<file path="src/verilog/emas_sequencer_dummy_unused.sv">
`timescale 1ns/1ps
`default_nettype none
`default_nettype wire

</file>
<file path="src/verilog/emas_pkg.sv">
/*
 * constants, field layout and state type of the external memory access sequencer.
 * assumes core_clk ticks once per timing phase: two ticks make one bus cycle.
 */
//------------------------------------------------------------
// Overview of operation
// - split transaction per bank width and lanes
// - address bit one from byte half; wb1 is a0 on 8-bit banks
// - lane write strobes follow valid bytes
// - output enable rises at end after capture
// - reads keep write strobes idle; a0 stays
// - writes keep output enable high
// - 8-bit writes float upper data lines
// - edges beyond duration give undefined strobes
// - coinciding edges past phase zero leave strobe unchanged
// - accesses of one transaction run back to back
// - one pending transaction, no idle gaps
// - read then write waits turnaround cycles
// - one dead cycle on bank switch
// - nonzero drive delay from each bank's own config
// - wait sampled at midpoint when enabled and duration is at least four cycles
// - odd duration samples next rising edge
// - wait high freezes access until low
// - edges after high sample are held off
// - only selected bank chip/output enable
// - strobe edges timed in half-cycle phases
// - width select clear 16-bit, set 8-bit
//------------------------------------------------------------
package emas_pkg;
    localparam int          NumBanks      = 4;
    localparam int          PhasesPerCyc  = 2;
    // register offsets
    localparam logic [7:0]  CfgBaseOfs    = 8'h00;
    localparam logic [7:0]  StatusOfs     = 8'h10;
    // bank configuration word layout
    localparam int          WaitEnBit     = 0;
    localparam int          DriveDlyLsb   = 1;
    localparam int          WidthBit      = 4;
    localparam int          DurLsb        = 5;
    localparam int          RelLsb        = 9;
    localparam int          Ce1Lsb        = 11;
    localparam int          Ce2Lsb        = 15;
    localparam int          Oe1Lsb        = 19;
    localparam int          Wb1Lsb        = 23;
    localparam int          Wb2Lsb        = 27;
    localparam logic [31:0] CfgResetVal   = 32'h1480054b;
    // status word layout
    localparam int          StBusyBit     = 0;
    localparam int          StStallBit    = 1;
    localparam int          StPendBit     = 2;
    // timing
    localparam logic [3:0]  MinWaitCycles = 4'h4;
    localparam logic [5:0]  BankSwitchPh  = 6'h02;
    typedef enum logic [1:0] {StIdle, StGap, StAccess} emas_state_type;
endpackage

</file>
<file path="src/verilog/emas_sequencer.sv">
/*
 * external memory access sequencer: splits 32-bit transactions into 8/16-bit
 * bank accesses and places the chip, output and byte strobes in phases.
 * assumes core_clk runs at the phase rate, the memory bus keeps request fields
 * stable while reqValid is high and reqReady low, and config writes are sane.
 */
`timescale 1ns/1ps
`default_nettype none
module emas_sequencer (
    // clock and reset
    input  wire logic        core_clk,
    input  wire logic        srst,
    // configuration port
    input  wire logic [7:0]  regAddr,
    input  wire logic [31:0] regWdata,
    input  wire logic        regWr,
    input  wire logic        regRd,
    output logic      [31:0] regRdata,
    // internal memory bus
    input  wire logic        reqValid,
    input  wire logic        reqWrite,
    input  wire logic [31:2] reqAddr,
    input  wire logic [3:0]  reqBytes,
    input  wire logic [31:0] reqWdata,
    output logic             reqReady,
    output logic             rspValid,
    output logic      [31:0] rspRdata,
    // external memory pins
    output logic      [19:2] memAddrHigh,
    output logic             addrBitOne,
    output logic      [3:0]  bankChipEnableN,
    output logic      [3:0]  readOutputEnableN,
    output logic             lowLaneWriteStrobeN,
    output logic             highLaneWriteStrobeN,
    input  wire logic [15:0] dataLinesIn,
    output logic      [15:0] dataLinesOut,
    output logic             lowerDataLinesOe,
    output logic             upperDataLinesOe,
    input  wire logic        extWaitIn
);
    //------------------------------------------------------------
    // state
    //------------------------------------------------------------
    typedef struct packed {
        emas_pkg::emas_state_type st;
        logic [3:0][31:0] cfg;
        logic [5:0]  ph;
        logic [5:0]  gap;
        logic        stall;
        logic [1:0]  waitSync;
        logic [15:0] dinS1;
        logic [15:0] dinS2;
        logic        pendValid;
        logic        pendWrite;
        logic [31:2] pendAddr;
        logic [3:0]  pendBytes;
        logic [31:0] pendWdata;
        logic        curWrite;
        logic [1:0]  curBank;
        logic [3:0]  curRem;
        logic [3:0]  curLanes;
        logic [31:0] curWdata;
        logic [31:0] rdBuf;
        logic        usedBus;
        logic        lastRead;
        logic [1:0]  lastBank;
        logic [31:0] regRdata;
        logic        reqReady;
        logic        rspValid;
        logic [31:0] rspRdata;
        logic [19:2] memAddrHigh;
        logic        addrBitOne;
        logic [3:0]  ceN;
        logic [3:0]  oeN;
        logic        wb0N;
        logic        wb1N;
        logic [15:0] dout;
        logic        loOe;
        logic        hiOe;
    } emas_regs_type;

    emas_regs_type q;
    emas_regs_type d;

    //------------------------------------------------------------
    // helpers
    //------------------------------------------------------------
    // bank number from the signed quarter of the address space
    function automatic logic [1:0] bankOf(input logic [31:2] a);
        bankOf = {~a[31], a[30]};
    endfunction

    // byte lanes of the next access of a transaction
    function automatic logic [3:0] lanesOf(input logic [3:0] m, input logic w8);
        lanesOf = 4'h0;
        if (w8) begin
            lanesOf = m & (~m + 4'h1);                     // lowest valid byte
        end else if (m[1:0] != 2'h0) begin
            lanesOf = m & 4'h3;                            // low half-word
        end else begin
            lanesOf = m & 4'hc;
        end
    endfunction

    // dead phases needed before the pending transaction may start
    function automatic logic [5:0] gapOf(input emas_regs_type r);
        logic [5:0] turn;
        logic [5:0] sw;
        logic [1:0] rel;
        rel  = r.cfg[bankOf(r.pendAddr)][emas_pkg::RelLsb +: 2];
        turn = (r.usedBus && r.lastRead && r.pendWrite) ? {3'h0, rel, 1'b0} : 6'h00;
        sw   = (r.usedBus && r.lastBank != bankOf(r.pendAddr)) ?
               emas_pkg::BankSwitchPh : 6'h00;
        gapOf = (turn > sw) ? turn : sw;
    endfunction

    //------------------------------------------------------------
    // next state
    //------------------------------------------------------------
    logic [31:0] c;          // config of the current bank
    logic [31:0] cn;         // config of the bank of the next access
    logic        w8;
    logic [5:0]  lenPh;
    logic [5:0]  p;
    logic [5:0]  ceRise;
    logic [5:0]  wbRise;
    logic [5:0]  waitPh;
    logic        waitOn;
    logic        launch;
    logic        fromPend;
    logic        same;
    logic [3:0]  m;
    logic [3:0]  ln;
    logic [1:0]  bk;
    logic        wr;
    logic        nw8;
    logic [31:0] wd;

    always_comb begin
        d        = q;
        launch   = 1'b0;
        fromPend = 1'b0;
        same     = 1'b0;
        d.rspValid = 1'b0;
        d.regRdata = 32'h0;
        // two-flop synchronisers for pins
        d.waitSync = {q.waitSync[0], extWaitIn};
        d.dinS1    = dataLinesIn;
        d.dinS2    = q.dinS1;

        // configuration port
        if (regWr && regAddr[7:4] == emas_pkg::CfgBaseOfs[7:4] && regAddr[1:0] == 2'h0) begin
            d.cfg[regAddr[3:2]] = regWdata;
        end
        if (regRd) begin
            if (regAddr[7:4] == emas_pkg::CfgBaseOfs[7:4] && regAddr[1:0] == 2'h0) begin
                d.regRdata = q.cfg[regAddr[3:2]];
            end else if (regAddr == emas_pkg::StatusOfs) begin
                d.regRdata[emas_pkg::StBusyBit]  = (q.st != emas_pkg::StIdle);
                d.regRdata[emas_pkg::StStallBit] = q.stall;
                d.regRdata[emas_pkg::StPendBit]  = q.pendValid;
            end
        end

        // timing of the current access, all in phases
        c      = q.cfg[q.curBank];
        w8     = c[emas_pkg::WidthBit];
        lenPh  = {1'b0, c[emas_pkg::DurLsb +: 4], 1'b0};
        if (lenPh < 6'(emas_pkg::PhasesPerCyc)) begin
            lenPh = 6'(emas_pkg::PhasesPerCyc);
        end
        p      = q.ph + 6'h01;                                                   // next phase
        ceRise = lenPh - {2'h0, c[emas_pkg::Ce2Lsb +: 4]};
        wbRise = lenPh - {2'h0, c[emas_pkg::Wb2Lsb +: 4]};
        // midpoint, or the rising edge after it for odd durations
        waitPh = {2'h0, c[emas_pkg::DurLsb +: 4]} + {5'h0, c[emas_pkg::DurLsb]};
        waitOn = c[emas_pkg::WaitEnBit] &&
                 (c[emas_pkg::DurLsb +: 4] >= emas_pkg::MinWaitCycles);

        unique case (q.st)
            emas_pkg::StIdle: begin  // holding register is looked at below
            end
            emas_pkg::StGap: begin
                if (q.gap == 6'h00) begin
                    launch   = 1'b1;
                    fromPend = 1'b1;
                end else begin
                    d.gap = q.gap - 6'h01;
                end
            end
            emas_pkg::StAccess: begin
                if (q.stall) begin
                    // frozen: only resample, strobe edges held off
                    if (!q.waitSync[1]) begin
                        d.stall = 1'b0;
                    end
                end else if (waitOn && q.ph == waitPh && q.waitSync[1]) begin
                    // wait high: phase and the edges due next are held
                    d.stall = 1'b1;
                end else begin
                    // edges one tick ahead so pins move at their phase
                    if (c[emas_pkg::Ce1Lsb +: 4] != ceRise[3:0] || ceRise[5:4] != 2'h0) begin
                        if (p == {2'h0, c[emas_pkg::Ce1Lsb +: 4]}) begin
                            d.ceN[q.curBank] = 1'b0;
                        end
                        if (p == ceRise) begin
                            d.ceN[q.curBank] = 1'b1;
                        end
                    end
                    if (!q.curWrite && p == {2'h0, c[emas_pkg::Oe1Lsb +: 4]}) begin
                        d.oeN[q.curBank] = 1'b0;
                    end
                    if (q.curWrite && c[emas_pkg::Wb1Lsb +: 4] != wbRise[3:0]) begin
                        if (p == {2'h0, c[emas_pkg::Wb1Lsb +: 4]}) begin
                            d.wb0N = ~(w8 | q.curLanes[0] | q.curLanes[2]);
                            if (!w8) begin
                                d.wb1N = ~(q.curLanes[1] | q.curLanes[3]);
                            end
                        end
                        if (p == wbRise) begin
                            d.wb0N = 1'b1;
                            if (!w8) begin
                                d.wb1N = 1'b1;
                            end
                        end
                    end
                    // write data drive after the launch delay from the current bank's config
                    if (q.curWrite && p == {3'h0, c[emas_pkg::DriveDlyLsb +: 3]}) begin
                        d.loOe = 1'b1;
                        d.hiOe = ~w8;
                    end
                    if (p == lenPh) begin
                        // end of access: capture read data, then release strobes
                        for (int i = 0; i < 4; i++) begin
                            if (!q.curWrite && q.curLanes[i]) begin
                                d.rdBuf[8*i +: 8] = (w8 || i % 2 == 0) ?
                                                    q.dinS2[7:0] : q.dinS2[15:8];
                            end
                        end
                        d.oeN      = 4'hf;
                        d.ceN      = 4'hf;
                        d.wb0N     = 1'b1;
                        d.wb1N     = w8 ? q.wb1N : 1'b1;
                        d.loOe     = 1'b0;
                        d.hiOe     = 1'b0;
                        d.curRem   = q.curRem & ~q.curLanes;
                        d.stall    = 1'b0;
                        d.usedBus  = 1'b1;
                        d.lastRead = ~q.curWrite;
                        d.lastBank = q.curBank;
                        if ((q.curRem & ~q.curLanes) != 4'h0) begin
                            launch = 1'b1;
                            same   = 1'b1;
                        end else begin
                            d.rspValid = 1'b1;
                            d.rspRdata = d.rdBuf;
                            d.st       = emas_pkg::StIdle;
                        end
                    end else begin
                        d.ph = p;
                    end
                end
            end
            default: begin
                d.st = emas_pkg::StIdle;
            end
        endcase
        // next transaction from the holding register, after any dead phases
        if (d.st == emas_pkg::StIdle && q.pendValid) begin
            if (gapOf(d) == 6'h00) begin
                launch   = 1'b1;
                fromPend = 1'b1;
            end else begin
                d.st  = emas_pkg::StGap;
                d.gap = gapOf(d) - 6'h01;
            end
        end

        // start of an access, either the next piece or a new transaction
        m   = same ? (q.curRem & ~q.curLanes) : q.pendBytes;
        bk  = same ? q.curBank : bankOf(q.pendAddr);
        wr  = same ? q.curWrite : q.pendWrite;
        wd  = same ? q.curWdata : q.pendWdata;
        cn  = q.cfg[bk];
        nw8 = cn[emas_pkg::WidthBit];
        ln  = lanesOf(m, nw8);
        if (launch) begin
            d.st       = emas_pkg::StAccess;
            d.ph       = 6'h00;
            d.curLanes = ln;
            if (fromPend) begin
                d.pendValid   = 1'b0;
                d.curRem      = q.pendBytes;
                d.curBank     = bk;
                d.curWrite    = wr;
                d.curWdata    = wd;
                d.rdBuf       = 32'h0;
                d.memAddrHigh = q.pendAddr[19:2];
            end
            d.addrBitOne = ln[2] | ln[3];
            // 8-bit banks use the upper lane strobe as address bit zero
            d.wb1N = nw8 ? (ln[1] | ln[3]) : 1'b1;
            if (nw8) begin
                d.dout = {8'h0, ln[3] ? wd[31:24] : ln[2] ? wd[23:16] :
                                ln[1] ? wd[15:8] : wd[7:0]};
            end else begin
                d.dout = ln[3] | ln[2] ? wd[31:16] : wd[15:0];
            end
            // phase-zero edges; a strobe low at the end stays low
            if (cn[emas_pkg::Ce1Lsb +: 4] == 4'h0) begin
                d.ceN[bk] = 1'b0;
            end
            if (!wr && cn[emas_pkg::Oe1Lsb +: 4] == 4'h0) begin
                d.oeN[bk] = 1'b0;
            end
            if (wr && cn[emas_pkg::DriveDlyLsb +: 3] == 3'h0) begin
                d.loOe = 1'b1;
                d.hiOe = ~nw8;
            end
            if (wr && cn[emas_pkg::Wb1Lsb +: 4] == 4'h0) begin
                d.wb0N = ~(nw8 | ln[0] | ln[2]);
                d.wb1N = nw8 ? d.wb1N : ~(ln[1] | ln[3]);
            end
        end

        // one-entry holding register for the next transaction
        if (reqValid && !q.pendValid) begin
            d.pendValid = 1'b1;
            d.pendWrite = reqWrite;
            d.pendAddr  = reqAddr;
            d.pendBytes = reqBytes;
            d.pendWdata = reqWdata;
        end
        d.reqReady = ~d.pendValid;
    end

    //------------------------------------------------------------
    // registers
    //------------------------------------------------------------
    // state update with idle pins after reset
    always_ff @(posedge core_clk) begin
        if (srst) begin
            q            <= '0;
            q.st         <= emas_pkg::StIdle;
            q.cfg        <= {emas_pkg::NumBanks{emas_pkg::CfgResetVal}};
            q.reqReady   <= 1'b1;
            q.addrBitOne <= 1'b1;
            q.ceN        <= 4'hf;
            q.oeN        <= 4'hf;
            q.wb0N       <= 1'b1;
            q.wb1N       <= 1'b1;
        end else begin
            q <= d;
        end
    end

    // outputs straight from state flops
    assign regRdata             = q.regRdata;
    assign reqReady             = q.reqReady;
    assign rspValid             = q.rspValid;
    assign rspRdata             = q.rspRdata;
    assign memAddrHigh          = q.memAddrHigh;
    assign addrBitOne           = q.addrBitOne;
    assign bankChipEnableN      = q.ceN;
    assign readOutputEnableN    = q.oeN;
    assign lowLaneWriteStrobeN  = q.wb0N;
    assign highLaneWriteStrobeN = q.wb1N;
    assign dataLinesOut         = q.dout;
    assign lowerDataLinesOe     = q.loOe;
    assign upperDataLinesOe     = q.hiOe;
endmodule
`default_nettype wire

</file>
<file path="config.mk">
export PLATFORM = sky130hd
export DESIGN_NAME = emas_sequencer
export DESIGN_NICKNAME = d
export VERILOG_FILES = /design/src/verilog/emas_sequencer_dummy_unused.sv /design/src/verilog/emas_pkg.sv /design/src/verilog/emas_sequencer.sv
export SDC_FILE = /design/constraint.sdc
export NUM_CORES = 1
export LEC_CHECK = 0
export ABC_CLOCK_PERIOD_IN_PS = 4900
export BUFFER_PORTS_ARGS = -buffer_cell sky130_fd_sc_hd__buf_4
export CORE_UTILIZATION = 55
export CTS_BUF_LIST = sky130_fd_sc_hd__clkbuf_2 sky130_fd_sc_hd__clkbuf_4 sky130_fd_sc_hd__clkbuf_8
export DETAILED_ROUTE_END_ITERATION = 16
export GPL_TIMING_DRIVEN = 0
export PLACE_DENSITY = 0.82
export SYNTH_ARGS = -nofsm -noshare
export SYNTH_HDL_FRONTEND = slang
export SYNTH_SLANG_ARGS = --single-unit
</file>
<file path="constraint.sdc">
create_clock -name core_clk -period 4.9 [get_ports core_clk]
set_input_delay 0.49 -clock core_clk [delete_from_list [all_inputs] [get_ports core_clk]]
set_output_delay 0.49 -clock core_clk [all_outputs]
set_load 0.02 [all_outputs]
</file>
## Word level (Yosys, flattened, before mapping)

Index checks and enable logic that the tools add are counted.

- Logic and storage cells: 271
- Output and inout port bits: 113
- Input port bits: 129
- Flip-flop bits (word level): 437

- Magnitude comparators: 10
- Equality and inequality tests: 17
- Reduce and logical (&&, ||, !) cells: 53
- Add/subtract/negate cells: 7
- Bitwise operators: 34
- Muxes and demuxes: 110

Operators by type and width:

| kind | number |
|---|---|
| 32-bit binary-select mux with 2-bit select | 4 |
| 36-bit two-way mux | 4 |
| 128-bit bitwise mux | 1 |
| 128-bit two-way mux | 1 |
| 32-bit two-way mux | 3 |
| 4-bit two-way mux | 18 |
| 72-bit two-way mux | 1 |
| 68-bit two-way mux | 1 |
| 32-bit demux with 2-bit select | 1 |
| 64-bit two-way mux | 1 |
| 8-bit two-way mux | 8 |
| 10-bit two-way mux | 4 |
| 2-bit two-way mux | 19 |
| 33-bit two-way mux | 1 |
| 16-bit two-way mux | 2 |
| 31-bit two-way mux | 1 |
| 28-bit two-way mux | 1 |
| 27-bit two-way mux | 1 |
| 4-bit bitwise AND | 6 |
| 1-bit logical AND | 24 |
| 1-bit two-way mux | 24 |
| 6-bit two-way mux | 4 |
| 6-bit by 4-bit equality test with 1-bit output | 3 |
| 6-bit equality test | 3 |
| 46 further kinds | 95 |

## Logic depth before layout (Yosys ltp)

- Word-level depth: 21
- Mapped depth: 23
- Depth with buffers taken out: 18

## Least setup slack after synthesis

Ideal clock, no wire load.

- Kind: register -> register
- Start point: register q[189] in the netlist's numbering
- End point: register addrBitOne (netlist name)
- Data required time: 4.777 ns
- Clock period less this slack: 4.896 ns
- Buffers on the path: 5
- Slack: 0.004 ns
- Setup time: 0.123 ns
- Arrival time: 4.773 ns
- Cell stages (with the launch flop): 23
- Path through: dfxtp_1 -> buf_6 -> mux4_2 -> inv_1 -> ha_1 -> inv_1 -> nor4_1 -> o31ai_1 -> a2111o_1 -> buf_6 -> nor2_2 -> clkbuf_1 -> nor2_1 -> a21oi_1 -> ha_1 -> o41ai_1 -> o211a_1 -> or2_0 -> clkbuf_2 -> o21ai_1 -> buf_2 -> o21a_1 -> or2_2

- Word-level cells in the longest chain between the ends: 17
- Elaborated cells between the ends (all ways): 48
- Those cells by class: add/sub: 2; order compare: 3; eq/ne: 3; mux: 27; bitwise: 3; reduce/logical: 10

RTL lines:

| element | RTL line | source |
|---|---|---|
| start, declared | emas_sequencer.sv:82 | `emas_regs_type q;` |
| 32-bit binary-select mux with 2-bit select | emas_sequencer.sv:166 | `c = q.cfg[q.curBank];` |
| 31-bit two-way mux (not written as such) | emas_sequencer.sv:166 |  |
| 5-bit by 2-bit < comparator with 1-bit output (tied with other cells) | emas_sequencer.sv:169 | `if (lenPh < 6'(emas_pkg::PhasesPerCyc)) begin` |
| 5-bit two-way mux (tied with other cells) | emas_sequencer.sv:169 |  |
| 6-bit equality test / 1-bit logical AND (equally long branches) | emas_sequencer.sv:232, emas_sequencer.sv:197 |  |
| 36-bit two-way mux / 1-bit logical AND (equally long branches) | emas_sequencer.sv:232, emas_sequencer.sv:197 |  |
| 36-bit two-way mux | emas_sequencer.sv:197 | `end else if (waitOn && q.ph == waitPh && q.waitSync[1]) begin` |
| 36-bit two-way mux | emas_sequencer.sv:192 | `if (q.stall) begin` |
| 36-bit two-way mux | emas_sequencer.sv:180 | `unique case (q.st)` |
| 2-bit != test / 1-bit logical AND (equally long branches) | emas_sequencer.sv:112, emas_sequencer.sv:111 |  |
| 1-bit logical AND, on equally long branches | emas_sequencer.sv:112, emas_sequencer.sv:111 |  |
| 2-bit two-way mux / 3-bit two-way mux (equally long branches) | emas_sequencer.sv:112, emas_sequencer.sv:111 |  |
| 3-bit by 2-bit greater-than comparator with 1-bit output | emas_sequencer.sv:114 | `gapOf = (turn > sw) ? turn : sw;` |
| 3-bit two-way mux | emas_sequencer.sv:114 |  |
| 6-bit zero test | emas_sequencer.sv:270 | `if (gapOf(d) == 6'h00) begin` |
| 1-bit two-way mux | emas_sequencer.sv:270 |  |
| 1-bit two-way mux | emas_sequencer.sv:269 | `if (d.st == emas_pkg::StIdle && q.pendValid) begin` |

Several ways; a longest one is shown, not always the timed one. The select of a mux whose other input is x is not followed.
A chain may end at the register's enable or synchronous reset.

## Final worst setup path

- Start point: register q[189] in the netlist's numbering
- End point: register q[145] in the netlist's numbering

- Word-level cells in the longest chain between the ends: 19
- Elaborated cells between the ends (all ways): 42
- Those cells by class: add/sub: 1; order compare: 3; eq/ne: 3; mux: 26; reduce/logical: 9

RTL lines:

| element | RTL line | source |
|---|---|---|
| 32-bit binary-select mux with 2-bit select | emas_sequencer.sv:166 |  |
| 31-bit two-way mux (not written as such) | emas_sequencer.sv:166 |  |
| 5-bit by 2-bit < comparator with 1-bit output (tied with other cells) | emas_sequencer.sv:169 |  |
| 5-bit two-way mux (tied with other cells) | emas_sequencer.sv:169 |  |
| 6-bit equality test / 1-bit logical AND (equally long branches) | emas_sequencer.sv:232, emas_sequencer.sv:197 |  |
| 36-bit two-way mux / 1-bit logical AND (equally long branches) | emas_sequencer.sv:232, emas_sequencer.sv:197 |  |
| 36-bit two-way mux | emas_sequencer.sv:197 |  |
| 36-bit two-way mux | emas_sequencer.sv:192 |  |
| [... 3 more ...] | -- |  |
| 2-bit two-way mux / 3-bit two-way mux (equally long branches) | emas_sequencer.sv:112, emas_sequencer.sv:111 |  |
| 3-bit by 2-bit greater-than comparator with 1-bit output | emas_sequencer.sv:114 |  |
| 3-bit two-way mux | emas_sequencer.sv:114 |  |
| 6-bit zero test | emas_sequencer.sv:270 |  |
| 1-bit two-way mux | emas_sequencer.sv:270 |  |
| 1-bit two-way mux | emas_sequencer.sv:269 |  |
| 64-bit two-way mux | emas_sequencer.sv:291 | `if (fromPend) begin` |
| 72-bit two-way mux * | emas_sequencer.sv:287 | `if (launch) begin` |

Mark *: on every way between the ends. The rest lies on a longest branch, timed or not. The select of a mux whose other input is x is not followed.

==> results.sh <==
export IMPL_fin_tns_setup_ps=-5930
export IMPL_overflow=0
export IMPL_syn2layout_area_growth_pct=22.3
export IMPL_dr_total_vias=20200
export IMPL_clock_root_buffer="clkbuf_8"
export IMPL_yosys_warnings=0
export IMPL_crit_slowest_cell="mux4_2"
export IMPL_htreeDepth=3
export IMPL_place_inst=3234
export IMPL_numPortBuffers=230
export IMPL_clkLatencyLatePin_ps=650
export IMPL_layout_min_cycle_time_ps=5060
export IMPL_cp_arrival_ps=5590
export IMPL_violations="negative setup slack"
export IMPL_rows=71
export IMPL_worst_slack_ps=-157
export IMPL_rr_worst_depth=23
export IMPL_die_area_mm2=0.0388
export IMPL_synthArstFlopShare=0
export IMPL_p_switching_mw=2.11
export IMPL_ys_ff_latch=427
export IMPL_n_fill_cell=2963
export IMPL_die_w_um=197
export IMPL_dp_slack_ps=-1620
export IMPL_cts_buffer_depth=3
export IMPL_crit_start="q[189]$_SDFFE_PP0P_"
export IMPL_cap_viol_max_count=0
export IMPL_dr_pass1_iters=8
export IMPL_intPower_mw=5.85
export IMPL_place_hpwl_um=52000
export IMPL_fin_cells=3389
export IMPL_p_clk_frac=0.430
export IMPL_p_sw_frac=0.265
export IMPL_ir_worst_vdd_mv=0.300
export IMPL_yosysSeqAreaShare=0.408
export IMPL_coreArea_mm2=0.0376
export IMPL_gp_congestion=1.03
export IMPL_power_leakage_nw=10.1
export IMPL_startpoint_type="flop"
export IMPL_crit_path_max_incr_delay_ps=570
export IMPL_cts_sinks=427
export IMPL_drt_initial_drc_count=2212
export IMPL_hold_depth=2
export IMPL_synth_edff_count=0
export IMPL_synth_area_per_cell_um2=8.40
export IMPL_n_antenna_cell=0
export IMPL_hold_class="in -> reg"
export IMPL_yosysTopAreaCellShare=0.408
export IMPL_wire_per_inst_um=21.0
export IMPL_ant_nets=0
export IMPL_syn_area_mm2=0.0209
export IMPL_cp_max_fo=10
export IMPL_synth_area_leader_cell="dfxtp_1"
export IMPL_grt_max_degree=20
export IMPL_final_common_cell="nand2_1"
export IMPL_r2r_start="q[189]$_SDFFE_PP0P_"
export IMPL_nNetsFinal=2973
export IMPL_synthTopCellsByArea="dfxtp_1 41%, nand2_1 11%, mux4_2 6.5%"
export IMPL_io_pins=242
export IMPL_cts_buffers_inserted=71
export IMPL_grt_pass1_wl_um=108000
export IMPL_final_cell_mix="616 x nand2_1, 425 x dfxtp_1, 367 x buf_4"
export IMPL_slew_headroom=0.212
export IMPL_worstMarginPinSlew_ps=1180
export IMPL_grt_setup_unrepaired="true"
export IMPL_hold_slack_ps=82.5
export IMPL_grt_pass1_vias=19500
export IMPL_clk_pin_slew_worst_paths_ps=60
export IMPL_cts_tree="built"
export IMPL_ys_types=82
export IMPL_antenna_found_initial=1
export IMPL_seqPwrFrac=0.457
export IMPL_die_y_um=197
export IMPL_crit_required_ps=5430
export IMPL_endpoint_kind="flop"
export IMPL_hp_start="dataLinesIn[5]"
export IMPL_multiInputGateArea_mm2=0.0110
export IMPL_grt_usage=0.361
export IMPL_path_cells="buf_6 > mux4_2 > inv_2 > ha_4 > inv_2 > nor4_4 > o31ai_4 > a2111o_1 > buf_6 > nor2_4 > clkbuf_8 > nor2_1 > a21oi_2 > ha_4 > o41ai_4 > o211a_1 > or2_1 > buf_8 > o21ai_4 > buf_12 > nand2b_4 > buf_6 > a21oi_1"
export IMPL_ys_flop_type="dfxtp_1"
export IMPL_finClkSkew_ps=33.9
export IMPL_hold_viol_final=0
export IMPL_postLayoutCoreUtil=0.681
export IMPL_drive_gt1_frac=0.235
export IMPL_finalCritPeriodShare=1.03
export IMPL_path_common_cell="buf_6"
export IMPL_drv_slew=0
export IMPL_synth_cells=2493
export IMPL_critPathKind="reg -> reg"
export IMPL_drc_errors=0
export IMPL_postRouteWirelength_um=71200
export IMPL_synth_nets=2640
export IMPL_clock_fmax_ghz=0.198
export IMPL_start_util=0.557
export IMPL_hold_buffers=0
export IMPL_power_frac_comb=0.113
export IMPL_power_density_mw_per_mm2=311
export IMPL_status="finished, violations left"
export IMPL_setup_viol=95
export IMPL_routed_via_density=5.96
export IMPL_ff_latch_area_mm2=0.00855
[cell families after synthesis]
group,synth area share
AND/OR/NAND/NOR,0.216
AO/OA/AOI/OAI,0.137
flip-flops,0.408
buffers and inverters,0.0799
multiplexers,0.124
XOR/XNOR,0.0230
adder cells (fa/ha/maj),0.0115
[metrics by stage]
step	power [mW]	instance area, um^2
floorplan	4.16	20900
global placement	4.49	23300
detailed placement	4.50	23300
CTS	7.89	25300
global route	8.16	25600
finish	7.96	25600
[synthesized netlist by cell type (all sizes together), types with 6 or more instances]
master   count
nand2      617
dfxtp      427
a21oi      237
buf        157
clkbuf     129
mux2i      107
nor2       104
o21ai       91
mux4        61
nand3       55
nand4       53
nor2b       46
and2        36
inv         33
nor3        30
xor2        29
a211oi      26
xnor2       26
nand2b      25
nor4        21
ha          16
mux2        13
or4         10
o211ai       9
o22ai        9
o311ai       9
or3          8
a2111oi      7
a22o         6
a22oi        6
a32o         6
o21a         6
o21bai       6
[critical path, delay by kind of cell (launching register included)]
kind	cells	cell delay, ps
simple gates	5	970
flops	1	330
buf+inv	8	1120
fa+ha+maj	2	370
mux	1	570
compound gates	7	1590
[cell type report]
class	instances	share of cell area
multi-input combinational	1746	0.431
sequential	427	0.334
timing repair buffer	261	0.0785
buffer	285	0.0662
clock buffer	110	0.0550
tap	511	0.0250
clock inverter	15	0.00533
inverter	34	0.00499
[worst paths after layout]
path         slack, ps                end
max               -160  q[145]$_SDFF_PP0_
min                 80  d[265]$_SDFF_PP0_
max reg2reg       -160  q[145]$_SDFF_PP0_
min reg2reg        440  q[263]$_SDFF_PP0_
[what timing repair did]
item | in CTS | in global routing
resized for setup | 77 | 91
setup buffers | 15 | 14
setup endpoints to repair | 139 | 130
pin swaps | 12 | 27
cloned | 1 | 1
[power by group through the flow]
stage          clock (mW)  sequential, mW  combinational [mW]
2_1_floorplan           0            3.67               0.492
3_3_place_gp            0            3.70               0.785
3_5_place_dp            0            3.71               0.797
4_1_cts              3.42            3.63               0.837
5_1_grt              3.57            3.64               0.952
6_report             3.42            3.64               0.900
[layer usage]
metal,share of wire,vias to the layer above,routed length (um),track usage
met5,0.00018,-,13,0
met4,0.053,2,3760,0.202
met3,0.11,251,7800,0.0813
met2,0.45,1258,32000,0.565
met1,0.39,9507,27600,0.462
li1,-,9191,-,-
Note: power is estimated with default switching activity, not from simulation.
